--- config.mk ---
export PLATFORM = sky130hd
export DESIGN_NAME = ssc_channel
export DESIGN_NICKNAME = d
export VERILOG_FILES = /design/src/inc/ssc_pkg.sv /design/src/hdl/ssc_channel.sv
export SDC_FILE = /design/constraint.sdc
export NUM_CORES = 1
export LEC_CHECK = 0
export BUFFER_PORTS_ARGS = -buffer_cell sky130_fd_sc_hd__buf_2
export CORE_UTILIZATION = 56
export CTS_CLUSTER_SIZE = 16
export DETAILED_ROUTE_END_ITERATION = 16
export GPL_TIMING_DRIVEN = 0
export PLACE_DENSITY = 0.89
export SLEW_MARGIN = 25
export SYNTH_ARGS = -nofsm -noshare
export SYNTH_HDL_FRONTEND = slang
export SYNTH_SLANG_ARGS = --single-unit
--- constraint.sdc ---
create_clock -name core_clk -period 2.7 [get_ports core_clk]
set_clock_uncertainty 0.1 [all_clocks]
set_input_delay 0.675 -clock core_clk [delete_from_list [all_inputs] [get_ports core_clk]]
set_output_delay 0.675 -clock core_clk [all_outputs]
set_load 0.03 [all_outputs]
--- src/inc/ssc_pkg.sv ---
// constants and carrier types for the clock-synchronous serial channel
package ssc_pkg;

    // ------------------------------------------------------------
    // register byte offsets
    // ------------------------------------------------------------
    localparam logic [7:0] OFS_TXBUF = 8'h00;
    localparam logic [7:0] OFS_RXBUF = 8'h04;
    localparam logic [7:0] OFS_BAUD  = 8'h08;
    localparam logic [7:0] OFS_MODE  = 8'h0C;
    localparam logic [7:0] OFS_CTL0  = 8'h10;
    localparam logic [7:0] OFS_CTL1  = 8'h14;

    // ------------------------------------------------------------
    // field positions
    // ------------------------------------------------------------
    localparam int MODE_CLOCK_SOURCE_DIRECTION  = 3;  // mode_reg: [2:0] mode_field
    localparam int C0_VACANT   = 3;  // control0: [1:0] prescale_select
    localparam int C0_ODRAIN   = 5;
    localparam int C0_EDGE     = 6;
    localparam int C0_ORDER    = 7;
    localparam int C1_TXEN     = 0;
    localparam int C1_TXVAC    = 1;
    localparam int C1_RXALLOW  = 2;
    localparam int C1_RXDONE   = 3;
    localparam int C1_IRQSRC   = 4;
    localparam int C1_CONTRX   = 5;
    localparam int RB_OVERRUN  = 12; // rx_buffer_reg: [7:0] data
    localparam int RB_FRAMING  = 13;
    localparam int RB_PARITY   = 14;
    localparam int RB_SUM      = 15;

    // ------------------------------------------------------------
    // values, reset values and counts
    // ------------------------------------------------------------
    localparam logic [2:0] MODE_OFF  = 3'h0;
    localparam logic [2:0] MODE_SYNC = 3'h1;
    localparam logic [1:0] PS_F1     = 2'h0;
    localparam logic [1:0] PS_F8     = 2'h1;
    localparam logic [4:0] DIV_F8    = 5'h07;
    localparam logic [4:0] DIV_F32   = 5'h1F;
    localparam logic [2:0] LAST_BIT  = 3'h7;
    localparam logic [2:0] OVR_BIT   = 3'h6;  // index of the 7th bit
    localparam logic [7:0] BAUD_RST  = 8'h00;

    // serial pin drive bundle
    typedef struct packed {
        logic so;        // serial_out_pin level
        logic so_oe_n;   // serial_out_pin enable, low drives
        logic ck;        // transfer_clock_pin level
        logic ck_oe_n;   // transfer_clock_pin enable, low drives
    } ssc_pins_s;

endpackage

--- src/hdl/ssc_channel.sv ---
// one clock-synchronous serial channel with its classic Wishbone register slave
//
// The register offsets and the Wishbone slave port were chosen for this implementation.
`timescale 1ns/100ps
module ssc_channel #(
    parameter int DW = 8
) (
    // clock and reset
    input  wire logic                  core_clk,
    input  wire logic                  reset_n,
    // classic wishbone slave
    input  wire logic                  wb_cyc_i,
    input  wire logic                  wb_stb_i,
    input  wire logic                  wb_we_i,
    input  wire logic [7:0]            wb_adr_i,
    input  wire logic [3:0]            wb_sel_i,
    input  wire logic [31:0]           wb_dat_i,
    output logic      [31:0]           wb_dat_o,
    output logic                       wb_ack_o,
    // serial pins
    input  wire logic                  serial_in_pin,
    input  wire logic                  transfer_clock_pin_i,
    output ssc_pkg::ssc_pins_s         pins_o,
    // interrupt requests
    output logic                       tx_irq_o,
    output logic                       rx_irq_o
);

    typedef enum logic {SSC_IDLE, SSC_SHIFT} ssc_state_e;

    // --------------------------------------------------------
    // helpers
    // --------------------------------------------------------
    // position of the n-th transferred bit
    function automatic logic [2:0] ssc_bit_idx(input logic msb, input logic [2:0] n);
        ssc_bit_idx = msb ? (ssc_pkg::LAST_BIT - n) : n;
    endfunction

    // registers
    logic [DW-1:0] tx_buffer_r;
    logic [DW-1:0] rx_buffer_r;
    logic [7:0]    baud_divider_r;
    logic [2:0]    mode_field_r;
    logic          clock_source_direction_r;
    logic [1:0]    prescale_select_r;
    logic          open_drain_select_r;
    logic          clock_edge_select_r;
    logic          bit_order_select_r;
    logic          tx_enable_bit_r;
    logic          rx_allow_r;
    logic          tx_irq_source_select_r;
    logic          continuous_rx_select_r;
    logic          tx_buffer_vacant_r;
    logic          shift_reg_vacant_r;
    logic          rx_complete_flag_r;
    logic          overrun_flag_r;
    logic          parity_fault_r;
    logic          framing_fault_r;
    // engine
    ssc_state_e    state_r;
    logic [DW-1:0] tx_shift_r;
    logic [DW-1:0] rx_shift_r;
    logic [2:0]    bit_cnt_r;
    logic          rx_on_r;
    logic          so_bit_r;
    logic          int_clk_r;
    logic          int_toggled_r;
    logic [4:0]    pre_cnt_r;
    logic [7:0]    baud_cnt_r;
    logic [1:0]    si_sync_r;
    logic [1:0]    ck_sync_r;
    logic          ck_prev_r;

    // --------------------------------------------------------
    // bus decode
    // --------------------------------------------------------
    logic bus_req;
    logic wr_txbuf;
    logic wr_baud;
    logic wr_mode;
    logic wr_ctl0;
    logic wr_ctl1;
    logic rd_rxbuf;
    logic chan_on;
    logic err_clear;

    assign bus_req   = wb_cyc_i & wb_stb_i & ~wb_ack_o;
    assign wr_txbuf  = bus_req & wb_we_i & wb_sel_i[0] & (wb_adr_i == ssc_pkg::OFS_TXBUF);
    assign wr_baud   = bus_req & wb_we_i & wb_sel_i[0] & (wb_adr_i == ssc_pkg::OFS_BAUD);
    assign wr_mode   = bus_req & wb_we_i & wb_sel_i[0] & (wb_adr_i == ssc_pkg::OFS_MODE);
    assign wr_ctl0   = bus_req & wb_we_i & wb_sel_i[0] & (wb_adr_i == ssc_pkg::OFS_CTL0);
    assign wr_ctl1   = bus_req & wb_we_i & wb_sel_i[0] & (wb_adr_i == ssc_pkg::OFS_CTL1);
    assign rd_rxbuf  = bus_req & ~wb_we_i & (wb_adr_i == ssc_pkg::OFS_RXBUF);
    assign chan_on   = (mode_field_r == ssc_pkg::MODE_SYNC);
    assign err_clear = (mode_field_r == ssc_pkg::MODE_OFF) | ~rx_allow_r;

    // --------------------------------------------------------
    // transfer clock timing
    // --------------------------------------------------------
    logic pre_tick;
    logic baud_tick;
    logic ck_lvl;
    logic ck_last;
    logic ck_moved;
    logic edge_rise;
    logic edge_fall;
    logic chg_edge;
    logic smp_edge;
    logic start_ok;
    logic word_done;
    logic reload;

    always_comb begin
        unique case (prescale_select_r)
            ssc_pkg::PS_F1: pre_tick = 1'b1;
            ssc_pkg::PS_F8: pre_tick = (pre_cnt_r[2:0] == ssc_pkg::DIV_F8[2:0]);
            default:        pre_tick = (pre_cnt_r == ssc_pkg::DIV_F32);
        endcase
    end

    assign baud_tick = pre_tick & (baud_cnt_r == 8'h00);
    assign ck_lvl    = clock_source_direction_r ? ck_sync_r[1] : int_clk_r;
    assign ck_last   = clock_source_direction_r ? ck_prev_r : ~int_clk_r;
    assign ck_moved  = clock_source_direction_r | int_toggled_r;  // internal edge only on toggle
    assign edge_rise = (state_r == SSC_SHIFT) & ck_lvl & ~ck_last & ck_moved;
    assign edge_fall = (state_r == SSC_SHIFT) & ~ck_lvl & ck_last & ck_moved;
    assign chg_edge  = clock_edge_select_r ? edge_rise : edge_fall;
    assign smp_edge  = clock_edge_select_r ? edge_fall : edge_rise;
    assign start_ok  = chan_on & tx_enable_bit_r & ~tx_buffer_vacant_r;
    assign word_done = smp_edge & (bit_cnt_r == ssc_pkg::LAST_BIT);
    assign reload    = word_done & start_ok;

    // prescaler f1 / f8 / f32
    always_ff @(posedge core_clk or negedge reset_n) begin
        if (!reset_n) begin
            pre_cnt_r <= 5'h00;
        end else if (pre_tick) begin
            pre_cnt_r <= 5'h00;
        end else begin
            pre_cnt_r <= pre_cnt_r + 5'h01;
        end
    end

    // per-channel baud timer, half period of n+1 source ticks
    always_ff @(posedge core_clk or negedge reset_n) begin
        if (!reset_n) begin
            baud_cnt_r    <= ssc_pkg::BAUD_RST;
            int_clk_r     <= 1'b1;
            int_toggled_r <= 1'b0;
        end else begin
            int_toggled_r <= 1'b0;
            if (state_r != SSC_SHIFT) begin
                baud_cnt_r <= baud_divider_r;
                int_clk_r  <= ~clock_edge_select_r;
            end else if (baud_tick) begin
                baud_cnt_r    <= baud_divider_r;
                int_clk_r     <= ~int_clk_r;
                int_toggled_r <= 1'b1;
            end else if (pre_tick) begin
                baud_cnt_r <= baud_cnt_r - 8'h01;
            end
        end
    end

    // pin synchronisers
    always_ff @(posedge core_clk or negedge reset_n) begin
        if (!reset_n) begin
            si_sync_r <= 2'h3;
            ck_sync_r <= 2'h3;
            ck_prev_r <= 1'b1;
        end else begin
            si_sync_r <= {si_sync_r[0], serial_in_pin};
            ck_sync_r <= {ck_sync_r[0], transfer_clock_pin_i};
            ck_prev_r <= ck_sync_r[1];
        end
    end

    // --------------------------------------------------------
    // shift engine
    // --------------------------------------------------------
    always_ff @(posedge core_clk or negedge reset_n) begin
        if (!reset_n) begin
            state_r            <= SSC_IDLE;
            tx_shift_r         <= '0;
            rx_shift_r         <= '0;
            bit_cnt_r          <= 3'h0;
            rx_on_r            <= 1'b0;
            so_bit_r           <= 1'b1;
            shift_reg_vacant_r <= 1'b1;
        end else if (!chan_on) begin
            state_r            <= SSC_IDLE;
            so_bit_r           <= 1'b1;
            shift_reg_vacant_r <= 1'b1;
        end else begin
            unique case (state_r)
                SSC_IDLE: begin
                    if (start_ok) begin
                        state_r            <= SSC_SHIFT;
                        tx_shift_r         <= tx_buffer_r;
                        rx_on_r            <= rx_allow_r;
                        bit_cnt_r          <= 3'h0;
                        shift_reg_vacant_r <= 1'b0;
                    end
                end
                SSC_SHIFT: begin
                    if (chg_edge) begin
                        so_bit_r <= tx_shift_r[ssc_bit_idx(bit_order_select_r, bit_cnt_r)];
                    end
                    if (smp_edge) begin
                        bit_cnt_r <= bit_cnt_r + 3'h1;
                        if (bit_order_select_r) begin
                            rx_shift_r <= {rx_shift_r[DW-2:0], si_sync_r[1]};
                        end else begin
                            rx_shift_r <= {si_sync_r[1], rx_shift_r[DW-1:1]};
                        end
                    end
                    if (reload) begin
                        tx_shift_r <= tx_buffer_r;
                        rx_on_r    <= rx_allow_r;
                        bit_cnt_r  <= 3'h0;
                    end else if (word_done) begin
                        state_r            <= SSC_IDLE;
                        shift_reg_vacant_r <= 1'b1;
                    end
                end
            endcase
        end
    end

    // received word as it completes
    logic [DW-1:0] rx_word;
    logic          rx_move;
    logic          ovr_hit;

    assign rx_word = bit_order_select_r ? {rx_shift_r[DW-2:0], si_sync_r[1]}
                                        : {si_sync_r[1], rx_shift_r[DW-1:1]};
    assign rx_move = word_done & rx_on_r;
    assign ovr_hit = smp_edge & rx_on_r & (bit_cnt_r == ssc_pkg::OVR_BIT)
                   & rx_complete_flag_r & ~rd_rxbuf;

    // --------------------------------------------------------
    // status flags
    // --------------------------------------------------------
    always_ff @(posedge core_clk or negedge reset_n) begin
        if (!reset_n) begin
            tx_buffer_vacant_r <= 1'b1;
        end else if (wr_txbuf || (rd_rxbuf && continuous_rx_select_r)) begin
            tx_buffer_vacant_r <= 1'b0;
        end else if ((state_r == SSC_IDLE && start_ok) || reload) begin
            tx_buffer_vacant_r <= 1'b1;
        end
    end

    // receive buffer and complete flag, set wins over read
    always_ff @(posedge core_clk or negedge reset_n) begin
        if (!reset_n) begin
            rx_buffer_r        <= '0;
            rx_complete_flag_r <= 1'b0;
        end else begin
            if (rx_move) begin
                rx_buffer_r        <= rx_word;
                rx_complete_flag_r <= 1'b1;
            end else if (rd_rxbuf) begin
                rx_complete_flag_r <= 1'b0;
            end
        end
    end

    // error flags
    always_ff @(posedge core_clk or negedge reset_n) begin
        if (!reset_n) begin
            overrun_flag_r  <= 1'b0;
            parity_fault_r  <= 1'b0;
            framing_fault_r <= 1'b0;
        end else if (err_clear) begin
            overrun_flag_r  <= 1'b0;
            parity_fault_r  <= 1'b0;
            framing_fault_r <= 1'b0;
        end else begin
            if (ovr_hit) begin
                overrun_flag_r <= 1'b1;
            end
            if (rd_rxbuf && wb_sel_i[1]) begin
                parity_fault_r  <= 1'b0;
                framing_fault_r <= 1'b0;
            end
        end
    end

    // interrupt request pulses
    always_ff @(posedge core_clk or negedge reset_n) begin
        if (!reset_n) begin
            tx_irq_o <= 1'b0;
            rx_irq_o <= 1'b0;
        end else begin
            tx_irq_o <= tx_irq_source_select_r ? (word_done & ~reload)
                        : ((state_r == SSC_IDLE && chan_on && start_ok) || reload);
            rx_irq_o <= rx_move & ~overrun_flag_r & ~ovr_hit;
        end
    end

    // pin drive, registered
    always_ff @(posedge core_clk or negedge reset_n) begin
        if (!reset_n) begin
            pins_o <= '{so: 1'b1, so_oe_n: 1'b0, ck: 1'b1, ck_oe_n: 1'b1};
        end else begin
            pins_o.so      <= open_drain_select_r ? 1'b0 : so_bit_r;
            pins_o.so_oe_n <= open_drain_select_r ? so_bit_r : 1'b0;
            pins_o.ck      <= int_clk_r;
            pins_o.ck_oe_n <= clock_source_direction_r | ~chan_on;
        end
    end

    // --------------------------------------------------------
    // control registers
    // --------------------------------------------------------
    always_ff @(posedge core_clk or negedge reset_n) begin
        if (!reset_n) begin
            tx_buffer_r              <= '0;
            baud_divider_r           <= ssc_pkg::BAUD_RST;
            mode_field_r             <= ssc_pkg::MODE_OFF;
            clock_source_direction_r <= 1'b0;
            prescale_select_r        <= ssc_pkg::PS_F1;
            open_drain_select_r      <= 1'b0;
            clock_edge_select_r      <= 1'b0;
            bit_order_select_r       <= 1'b0;
            tx_enable_bit_r          <= 1'b0;
            rx_allow_r               <= 1'b0;
            tx_irq_source_select_r   <= 1'b0;
            continuous_rx_select_r   <= 1'b0;
        end else begin
            if (wr_txbuf) begin
                tx_buffer_r <= wb_dat_i[DW-1:0];
            end
            if (wr_baud) begin
                baud_divider_r <= wb_dat_i[7:0];
            end
            if (wr_mode) begin
                mode_field_r             <= wb_dat_i[2:0];
                clock_source_direction_r <= wb_dat_i[ssc_pkg::MODE_CLOCK_SOURCE_DIRECTION];
            end
            if (wr_ctl0) begin
                prescale_select_r   <= wb_dat_i[1:0];
                open_drain_select_r <= wb_dat_i[ssc_pkg::C0_ODRAIN];
                clock_edge_select_r <= wb_dat_i[ssc_pkg::C0_EDGE];
                bit_order_select_r  <= wb_dat_i[ssc_pkg::C0_ORDER];
            end
            if (wr_ctl1) begin
                tx_enable_bit_r        <= wb_dat_i[ssc_pkg::C1_TXEN];
                rx_allow_r             <= wb_dat_i[ssc_pkg::C1_RXALLOW];
                tx_irq_source_select_r <= wb_dat_i[ssc_pkg::C1_IRQSRC];
                continuous_rx_select_r <= wb_dat_i[ssc_pkg::C1_CONTRX];
            end
        end
    end

    // --------------------------------------------------------
    // read mux and ack
    // --------------------------------------------------------
    logic [31:0] rd_data;

    always_comb begin
        rd_data = 32'h0000_0000;
        unique case (wb_adr_i)
            ssc_pkg::OFS_RXBUF: begin
                rd_data[DW-1:0]            = rx_buffer_r;
                rd_data[ssc_pkg::RB_OVERRUN] = overrun_flag_r;
                rd_data[ssc_pkg::RB_FRAMING] = framing_fault_r;
                rd_data[ssc_pkg::RB_PARITY]  = parity_fault_r;
                rd_data[ssc_pkg::RB_SUM]     = overrun_flag_r | framing_fault_r
                                             | parity_fault_r;
            end
            ssc_pkg::OFS_MODE: begin
                rd_data[2:0]                 = mode_field_r;
                rd_data[ssc_pkg::MODE_CLOCK_SOURCE_DIRECTION] = clock_source_direction_r;
            end
            ssc_pkg::OFS_CTL0: begin
                rd_data[1:0]                = prescale_select_r;
                rd_data[ssc_pkg::C0_VACANT] = shift_reg_vacant_r;
                rd_data[ssc_pkg::C0_ODRAIN] = open_drain_select_r;
                rd_data[ssc_pkg::C0_EDGE]   = clock_edge_select_r;
                rd_data[ssc_pkg::C0_ORDER]  = bit_order_select_r;
            end
            ssc_pkg::OFS_CTL1: begin
                rd_data[ssc_pkg::C1_TXEN]    = tx_enable_bit_r;
                rd_data[ssc_pkg::C1_TXVAC]   = tx_buffer_vacant_r;
                rd_data[ssc_pkg::C1_RXALLOW] = rx_allow_r;
                rd_data[ssc_pkg::C1_RXDONE]  = rx_complete_flag_r;
                rd_data[ssc_pkg::C1_IRQSRC]  = tx_irq_source_select_r;
                rd_data[ssc_pkg::C1_CONTRX]  = continuous_rx_select_r;
            end
            default: rd_data = 32'h0000_0000;  // write-only and unmapped
        endcase
    end

    // one wait state, ack for one cycle
    always_ff @(posedge core_clk or negedge reset_n) begin
        if (!reset_n) begin
            wb_ack_o <= 1'b0;
            wb_dat_o <= 32'h0000_0000;
        end else begin
            wb_ack_o <= bus_req;
            wb_dat_o <= bus_req ? rd_data : 32'h0000_0000;
        end
    end

endmodule

==> results of run 1 <==
layout make-up:
class,count,share of cell area
tap,108,0.02359
buffer,41,0.04433
clock buffer,10,0.02402
inverter,12,0.007862
sequential,99,0.4350
clock inverter,6,0.01660
multi-input combinational,303,0.4077
timing repair buffer,41,0.04084
routing by layer:
layer	part of all wire	wire (um)	GRT usage	vias to the layer above
met3	0.058	658	0.03757	33
met2	0.51	5799	0.4252	179
met4	0.025	282	0.1228	0
met1	0.41	4595	0.3340	1888
li1	-	-	-	1700
met5	0	0	0	-
cell families after synthesis:
family,synth area share
DFF,0.4943
other,0.0007437
buffers and inverters,0.05906
AOI/OAI and AO/OA,0.09677
xor gates and xnor gates,0.006701
and+or+nand+nor,0.1494
adders and majority gates,0.01985
muxes,0.1732
worst reg2reg max path, cell delays in order, from the launching register on:
cell	delay, ns
dfrtp_1	0.41
ha_1	0.22
ha_1	0.21
or3b_2	0.50
a21oi_1	0.25
clkbuf_2	0.27
nor4_1	0.09
a221o_1	0.29
power groups by stage:
| stage | registers, mW | clock network (mW) | logic [mW] |
|---|---|---|---|
| finish | 1.50 | 1.09 | 0.173 |
| global route | 1.50 | 1.15 | 0.189 |
| CTS | 1.50 | 1.10 | 0.174 |
| detailed placement | 1.53 | 0 | 0.173 |
| global placement | 1.53 | 0 | 0.161 |
| floorplan | 1.53 | 0 | 0.0983 |
flip-flops by register name, indices dropped and copies added, names as in the netlist, 2 cells and up:
register and count:
tx_shift_r 8, tx_buffer_r 8, rx_buffer_r 8, baud_divider_r 8, mode_field_r 3, baud_cnt_r 8
pre_cnt_r 5, rx_shift_r 8, pins_o 4, bit_cnt_r 3, wb_dat_o 9, prescale_select_r 2
si_sync_r 2, ck_sync_r 2
placed cells by master, fill, tap and decap left out, types with 9 or more instances in the layout:
master,netlist,final
dfrtp_1,87,87
mux2_2,62,62
buf_2,4,43
nand2_1,25,25
buf_4,23,23
conb_1,1,22
nor2_1,15,15
mux2i_1,13,13
nand4_1,13,13
inv_1,12,12
clkbuf_1,13,12
nor2b_1,12,12
dfstp_2,12,12
o21ai_0,11,11
o211ai_1,10,10
clkbuf_8,0,10
a22oi_1,9,9
metrics by stage:
| stage | area, um2 | total power [mW] | util |
|---|---|---|---|
| after floorplan | 5121 | 1.630 | - |
| final | 5729 | 2.769 | 0.6570 |
| after global routing | 5729 | 2.843 | 0.6570 |
| after CTS | 5723 | 2.773 | 0.6562 |
| after global placement | 5456 | 1.692 | 0.6257 |
| after detailed placement | 5490 | 1.705 | 0.6296 |
Yosys cell counts (9+ instances only):
| library cell | number |
|---|---|
| o21ai_0 | 11 |
| inv_1 | 12 |
| a22oi_1 | 9 |
| nor2_1 | 15 |
| o211ai_1 | 10 |
| buf_4 | 23 |
| nand4_1 | 13 |
| nor2b_1 | 12 |
| clkbuf_1 | 13 |
| dfstp_2 | 12 |
| mux2i_1 | 13 |
| nand2_1 | 25 |
| dfrtp_1 | 87 |
| mux2_2 | 62 |
path summary, 6_finish.rpt:
kind,from,end,slack (ns)
setup / recovery,pre_cnt_r[0]$_DFF_PN0_,baud_cnt_r[5]$_DFFE_PN0P_,0.25
hold / removal,reset_n,pins_o[2]$_DFF_PN0_,0.09
min in group core_clk,ck_sync_r[0]$_DFF_PN1_,ck_sync_r[1]$_DFF_PN1_,0.26
hold reg to reg,ck_sync_r[0]$_DFF_PN1_,ck_sync_r[1]$_DFF_PN1_,0.26
setup reg to reg,pre_cnt_r[0]$_DFF_PN0_,baud_cnt_r[5]$_DFFE_PN0P_,0.25
max in group asynchronous,reset_n,shift_reg_vacant_r$_DFFE_PN1P_,1.74
==> impl_metrics.json, run 1 <==
{
  "grt_use_total": 0.2572,
  "first_pass_iters": 5,
  "relSlewSlack": 0.5140,
  "p_sw_uw": 658.0,
  "cp_slowest_cell": "or3b_2",
  "path_clk_slew_ns": 0.10,
  "powerDensity_mw_per_mm2": 483.3,
  "cts_buffer_depth": 2,
  "fmax_mhz": 408.3,
  "synth_cell_type_count": 64,
  "worst_ep_required_time_ns": 2.86,
  "antenna_found_initial": 0,
  "synth_area_leaders": "dfrtp_1 43%, mux2_2 14%, dfstp_2 6.3%",
  "timing.final.crit_share": 0.9070,
  "leakage_nw": 2.762,
  "post-synth-top-area-fraction": 0.4318,
  "p_int_mw": 2.111,
  "drc": 0,
  "crit_family": "simple AND/OR/NAND/NOR gates",
  "endpoint_kind": "register",
  "cts_resized": 0,
  "synthFlopType": "dfrtp_1",
  "setup_violations": 0,
  "timing.setup.tns_ns": 0,
  "start_util": 0.5782,
  "dr_total_vias": 3800,
  "seq_area_mm2": 0.002492,
  "rsz0062_at_grt": "false",
  "cp_num_cells": 7,
  "cts_hold_buf": 0,
  "drv_slew": 0,
  "pwr-share-clk": 0.394,
  "vdd_drop_max_v": 0.0003686,
  "swShare": 0.2376,
  "cts_post_setup_buffers_inserted": 0,
  "grt_max_degree": 64,
  "path_buf_inv": 1,
  "design.die.area_mm2": 0.009388,
  "fp-row-count": 34,
  "viasPerCell": 6.129,
  "drive_gt1_frac": 0.3438,
  "place.gp.congestion": 0.9692,
  "ant_nets": 0,
  "critPathKind": "register to register",
  "crit_path_frequent_cell": "ha_1",
  "final_cell_count_no_fill": 620,
  "yosysTopAreaCell": "dfrtp_1",
  "pre_cts_ws_ns": 0.03845,
  "antenna_cells": 0,
  "hold_class": "primary input to asynchronous set/reset pin",
  "die_x_um": 96.89,
  "coreArea_mm2": 0.008721,
  "fin_nets": 566,
  "worst-path-max-fanout": 10,
  "cp.arrival_ns": 2.61,
  "multi_input_area_mm2": 0.002336,
  "synthesis.area_mm2": 0.005042,
  "syn_avg_cell_area_um2": 11.62,
  "dpl.cell_count": 604,
  "startpoint_type": "register",
  "combPwrFrac": 0.063,
  "maxCapViolations": 0,
  "cts_buffers": 9,
  "cts.sinks": 99,
  "yosysWarningCount": 0,
  "yosysSeqAreaShare": 0.4943,
  "max_stage_delay_ns": 0.50,
  "port_buffers": 40,
  "synthArstFlopShare": 1.000,
  "nFillCells": 619,
  "fin_crit_ns": 2.449,
  "fin_ws_ns": 0.2510,
  "finalHoldViolCount": 0,
  "overflow": 0,
  "wl_per_cell_um": 18.28,
  "drt-total-wl_mm": 11.34,
  "cts_max_level": 3,
  "cts_root_buf": "clkbuf_8",
  "tritoncts": "done",
  "cp_cell_sequence": "ha_1 > ha_1 > or3b_2 > a21oi_1 > clkbuf_2 > nor4_1 > a221o_1",
  "syn2layout_area_growth_pct": 13.62,
  "dr.first_iter.drc_count": 364,
  "timing.hold.ws_ns": 0.08760,
  "grt_pass1_wl_mm": 19.03,
  "synth_edf_count": 0,
  "status": "finished, final reports clean",
  "r2r_cells": 7,
  "ys_seq_elements": 99,
  "syn_inst": 434,
  "clk_latency_ns": 0.37,
  "worst_pin_slew_ns": 0.7223,
  "io_pins": 90,
  "power_frac_seq": 0.543,
  "detailedPlacementHpwl_mm": 8.279,
  "dieHeight_um": 96.89,
  "grt_pass1_vias": 3748
}
(Power assumes the default switching activity.)
==> run 2: changes to the inputs <==
==> constraint.sdc (replaced) <==
create_clock -name core_clk -period 2.7 [get_ports core_clk]
set_clock_uncertainty 0.1 [all_clocks]
set_input_delay 0.27 -clock core_clk [delete_from_list [all_inputs] [get_ports core_clk]]
set_output_delay 0.27 -clock core_clk [all_outputs]
set_load 0.03 [all_outputs]
==> impl_metrics.json, run 2 (same netlist as run 1, synthesis figures left out) <==
{
  "maxCapViolations": 0,
  "relSlewSlack": 0.5085,
  "rrSetupSlack_ns": 0.25,
  "antenna_found_initial": 0,
  "design.die.area_mm2": 0.009388,
  "cts_max_level": 3,
  "hold_class": "primary input to register",
  "hp-start": "wb_dat_i[3]",
  "fmax_mhz": 408.5,
  "detailedPlacementHpwl_mm": 8.279,
  "multi_input_area_mm2": 0.002336,
  "fin_nets": 569,
  "hold_path_depth": 2,
  "vdd_drop_max_v": 0.0003657,
  "cp.arrival_ns": 2.61,
  "grt_pass1_wl_mm": 19.07,
  "grt_pass1_vias": 3763,
  "wl_per_cell_um": 18.19,
  "fin_ws_ns": 0.2521,
  "drt-total-wl_mm": 11.34,
  "seq_area_mm2": 0.002492,
  "regMostFlops": "wb_dat_o",
  "worst_ep_required_time_ns": 2.86,
  "critPathKind": "register to register",
  "dieHeight_um": 96.89,
  "min_to": "tx_buffer_r[3]$_DFFE_PN0P_",
  "dpl.cell_count": 604,
  "finalHoldViolCount": 0,
  "worst_pin_slew_ns": 0.7305,
  "port_buffers": 40,
  "nFillCells": 616,
  "overflow": 0,
  "coreArea_mm2": 0.008721,
  "place.gp.congestion": 0.9692,
  "worstReg2RegEnd": "baud_cnt_r[5]$_DFFE_PN0P_",
  "rsz0062_at_grt": "false",
  "first_pass_iters": 5,
  "r2r_start": "pre_cnt_r[0]$_DFF_PN0_",
  "syn2layout_area_growth_pct": 14.22,
  "io_pins": 90,
  "cts_post_setup_buffers_inserted": 0,
  "timing.setup.tns_ns": 0,
  "largest_register_ffs": 9,
  "cts_buffers": 9,
  "start_util": 0.5782,
  "final_cell_count_no_fill": 623,
  "path_clk_slew_ns": 0.10,
  "tritoncts": "done",
  "clk_latency_ns": 0.36,
  "drc": 0,
  "startpoint_type": "register",
  "status": "finished, final reports clean",
  "antenna_cells": 0,
  "drive_gt1_frac": 0.3417,
  "ant_nets": 0,
  "leakage_nw": 2.774,
  "timing.hold.ws_ns": 0.09367,
  "dr_total_vias": 3785,
  "worst-path-max-fanout": 10,
  "timing.final.crit_share": 0.9066,
  "fin_crit_ns": 2.448,
  "cts_root_buf": "clkbuf_8",
  "viasPerCell": 6.075,
  "powerDensity_mw_per_mm2": 480.3,
  "endpoint_kind": "register",
  "fp-row-count": 34,
  "cts_buffer_depth": 2,
  "cts.sinks": 99,
  "setup_violations": 0,
  "layout_commonest_cell": "dfrtp_1",
  "grt_use_total": 0.2577,
  "most-common-layout-cells": "87 x dfrtp_1, 62 x mux2_2, 43 x buf_2, 25 x nand2_1, 23 x buf_4",
  "drv_slew": 0,
  "die_x_um": 96.89,
  "dr.first_iter.drc_count": 324,
  "r2r_cells": 7,
  "grt_max_degree": 64,
  "pre_cts_ws_ns": 0.1902
}
## run 2: layer usage
layer / part of all wire / routed length, um / track usage / up-vias
met4: 0.023 / 257 / 0.1228 / 0
met1: 0.41 / 4651 / 0.3345 / 1899
met3: 0.050 / 569 / 0.03757 / 24
met5: 0 / 0 / 0 / -
li1: - / - / - / 1707
met2: 0.52 / 5857 / 0.4263 / 155
## run 2: critical path, stage by stage (launching register included)
cell and delay (ns):
dfrtp_1 0.41, ha_1 0.22, ha_1 0.21, or3b_2 0.50
a21oi_1 0.25, clkbuf_2 0.27, nor4_1 0.09, a221o_1 0.29
## run 2: report_power, final
part | internal (mW) | total (mW) | switching, mW
Clock | 0.557 | 1.09 | 0.529
Sequential | 1.50 | 1.50 | 0.00836
Combinational | 0.0611 | 0.177 | 0.116
Total | 2.11 | 2.77 | 0.653
## run 2: how the worst max path moves through the flow
stage / endpoint / from / cells after the start
2_1_floorplan: baud_cnt_r[5]$_DFFE_PN0P_ / pre_cnt_r[0]$_DFF_PN0_ / 7
3_3_place_gp: baud_cnt_r[5]$_DFFE_PN0P_ / pre_cnt_r[0]$_DFF_PN0_ / 6
3_5_place_dp: baud_cnt_r[5]$_DFFE_PN0P_ / pre_cnt_r[0]$_DFF_PN0_ / 6
4_1_cts: baud_cnt_r[5]$_DFFE_PN0P_ / pre_cnt_r[0]$_DFF_PN0_ / 7
5_1_grt: baud_cnt_r[5]$_DFFE_PN0P_ / pre_cnt_r[0]$_DFF_PN0_ / 7
6_report: baud_cnt_r[5]$_DFFE_PN0P_ / pre_cnt_r[0]$_DFF_PN0_ / 7
## run 2: layout make-up
type                       count  share of cell area
tap                          108             0.02346
clock buffer                  10             0.02390
buffer                        41             0.04410
multi-input combinational    303              0.4056
inverter                      12            0.007821
sequential                    99              0.4328
clock inverter                 6             0.01651
timing repair buffer          44             0.04584
## run 2: through the flow
stage / power [mW] / utilization / area [um2]
6_report: 2.766 / 0.6604 / 5759
5_1_grt: 2.846 / 0.6604 / 5759
4_1_cts: 2.777 / 0.6597 / 5753
3_5_place_dp: 1.705 / 0.6296 / 5490
3_3_place_gp: 1.692 / 0.6257 / 5456
2_1_floorplan: 1.630 / - / 5121
## run 2: repair_timing
item,4_1_cts,5_1_grt
hold endpoints to repair,34,0
setup endpoints to repair,0,1
hold buffers,3,0
resized for setup,0,3
==> run 3: changes to the inputs <==
--- a/config.mk
+++ b/config.mk
@@ -6,11 +6,12 @@
 export NUM_CORES = 1
 export LEC_CHECK = 0
 export BUFFER_PORTS_ARGS = -buffer_cell sky130_fd_sc_hd__buf_2
-export CORE_UTILIZATION = 56
+export CORE_UTILIZATION = 58
+export CTS_BUF_LIST = sky130_fd_sc_hd__clkbuf_2
 export CTS_CLUSTER_SIZE = 16
 export DETAILED_ROUTE_END_ITERATION = 16
 export GPL_TIMING_DRIVEN = 0
-export PLACE_DENSITY = 0.89
+export PLACE_DENSITY = 0.91
 export SLEW_MARGIN = 25
 export SYNTH_ARGS = -nofsm -noshare
 export SYNTH_HDL_FRONTEND = slang
==> impl_metrics.json, run 3 (same netlist as run 1, synthesis figures left out) <==
{
  "timing.final.crit_share": 0.9294,
  "layout_commonest_cell": "dfrtp_1",
  "fin_crit_ns": 2.509,
  "r2r_start": "pre_cnt_r[0]$_DFF_PN0_",
  "leakage_nw": 2.849,
  "rrSetupSlack_ns": 0.21,
  "nFillCells": 566,
  "hold_class": "primary input to register",
  "relSlewSlack": 0.4364,
  "maxCapViolations": 0,
  "setup_violations": 0,
  "detailedPlacementHpwl_mm": 8.324,
  "tritoncts": "done",
  "status": "finished, final reports clean",
  "worst-path-max-fanout": 5,
  "startpoint_type": "primary input",
  "pre_cts_ws_ns": 0.1295,
  "fp-row-count": 33,
  "largest_register_ffs": 9,
  "wl_met2_mm": 6.230,
  "antenna_cells": 0,
  "viasPerCell": 6.143,
  "grt_pass1_vias": 3982,
  "port_buffers": 40,
  "r2r_cells": 7,
  "p_total_mw": 2.503,
  "dr.first_iter.drc_count": 308,
  "powerDensity_mw_per_mm2": 424.3,
  "min_to": "tx_irq_source_select_r$_DFFE_PN0P_",
  "postPlaceCellArea_mm2": 0.005487,
  "finalHoldViolCount": 0,
  "drive_gt1_frac": 0.3284,
  "power_frac_seq": 0.603,
  "wl_met3_um": 812,
  "grt_max_degree": 71,
  "worst_ep_required_time_ns": 3.10,
  "drv_slew": 0,
  "path_clk_slew_ns": 0.29,
  "wl_met1_mm": 5.061,
  "rsz0062_at_grt": "false",
  "fin_ws_ns": 0.1907,
  "regMostFlops": "wb_dat_o",
  "overflow": 0,
  "cp_slowest_cell": "dlygate4sd3_1",
  "grt_pass1_wl_mm": 20.13,
  "fin_nets": 593,
  "crit_family": "buffers and inverters",
  "cts.sinks": 99,
  "endpoint_kind": "register",
  "dr_total_vias": 3956,
  "cts_max_level": 3,
  "ant_nets": 0,
  "worstReg2RegEnd": "baud_cnt_r[1]$_DFFE_PN0P_",
  "io_pins": 90,
  "grt_use_total": 0.2977,
  "timing.setup.tns_ns": 0,
  "start_util": 0.6076,
  "crit_path_frequent_cell": "dlygate4sd3_1",
  "cp_cell_sequence": "dlygate4sd3_1 > buf_2 > nor4_2 > dlygate4sd3_1 > nand3_1 > nor3_2 > mux2_2",
  "top_layer": "met4",
  "worst_pin_slew_ns": 0.8426,
  "antenna_found_initial": 0,
  "cp.arrival_ns": 2.91,
  "drc": 0,
  "fmax_mhz": 398.5,
  "cts_buffers": 9,
  "multi_input_area_mm2": 0.002342,
  "p_sw_uw": 685.8,
  "max_stage_delay_ns": 0.64,
  "seq_area_mm2": 0.002492,
  "place.gp.congestion": 0.9718,
  "vdd_drop_max_v": 0.0003873,
  "swShare": 0.2740,
  "drt-total-wl_mm": 12.54,
  "hold_path_depth": 4,
  "coreArea_mm2": 0.008299,
  "crit_start": "wb_adr_i[3]",
  "dieHeight_um": 95.24,
  "critPathKind": "primary input to register",
  "cts_buffer_depth": 2,
  "clk_latency_ns": 0.58,
  "path_buf_inv": 3,
  "wl_per_cell_um": 19.48,
  "combPwrFrac": 0.082,
  "design_area_mm2": 0.005898,
  "most-common-layout-cells": "87 x dfrtp_1, 62 x mux2_2, 43 x buf_2, 27 x dlygate4sd3_1, 25 x nand2_1",
  "design.die.area_mm2": 0.009071,
  "die_x_um": 95.24,
  "pwr-share-clk": 0.315,
  "syn2layout_area_growth_pct": 16.97,
  "first_pass_iters": 5,
  "p_int_mw": 1.817,
  "hp-start": "wb_sel_i[0]",
  "cts_root_buf": "clkbuf_2"
}
==> run 3: changes by cell type in the layout (fill, tap and decap cells not counted), sizes merged <==
cell,previous run,this run
clkbuf,23,22
dlygate4sd3,3,27
inv,14,15
clkinv,2,3
bufinv,2,1
==> run 3: final cells by class <==
type                       instances  area share
clock inverter                     7     0.01421
clock buffer                       9    0.007637
buffer                            41     0.04306
inverter                          12    0.007637
timing repair buffer              68     0.08549
sequential                        99      0.4226
multi-input combinational        303      0.3971
tap                              105     0.02227
==> run 3: through the flow <==
step / hold WS [ns] / std cells / util
final: 0.09310 / 644 / 0.7107
after global routing: 0.08281 / 644 / 0.7107
after CTS: 0.04673 / 644 / 0.7092
after detailed placement: 0.06614 / 601 / 0.6611
after global placement: 0.2465 / 600 / 0.6570
after floorplan: -0.1256 / 455 / -
==> run 3: worst max-delay path by stage <==
stage,cells after the start,end,slack [ns]
after global routing,7,baud_cnt_r[6]$_DFFE_PN0P_,0.09
after CTS,7,baud_cnt_r[5]$_DFFE_PN0P_,0.11
after global placement,6,baud_cnt_r[5]$_DFFE_PN0P_,0.26
after floorplan,7,baud_cnt_r[5]$_DFFE_PN0P_,0.45
final,7,tx_enable_bit_r$_DFFE_PN0P_,0.19
after detailed placement,7,baud_cnt_r[5]$_DFFE_PN0P_,0.13
==> run 3: layer usage <==
metal,global-route usage,vias to the layer above
met5,0,-
met4,0.1566,0
met3,0.04705,39
met2,0.4815,202
met1,0.3867,1954
li1,-,1761
==> run 3: power by group through the flow <==
stage | clock, mW | sequential (mW) | combinational, mW
2_1_floorplan | 0 | 1.53 | 0.0983
3_3_place_gp | 0 | 1.53 | 0.161
3_5_place_dp | 0 | 1.53 | 0.171
4_1_cts | 0.775 | 1.51 | 0.199
5_1_grt | 0.852 | 1.51 | 0.223
6_report | 0.788 | 1.51 | 0.205
==> run 3: repair_timing <==
action	in CTS	in global routing
hold endpoints to repair	136	0
setup endpoints to repair	0	10
buffers inserted	0	0
gates resized for setup	0	4
hold buffers	27	0
==> run 3: tightest hold or removal path, stage by stage <==
cell	delay [ns]
buf_2	0.11
nand3_1	0.09
nor3_2	0.08
mux2_2	0.22
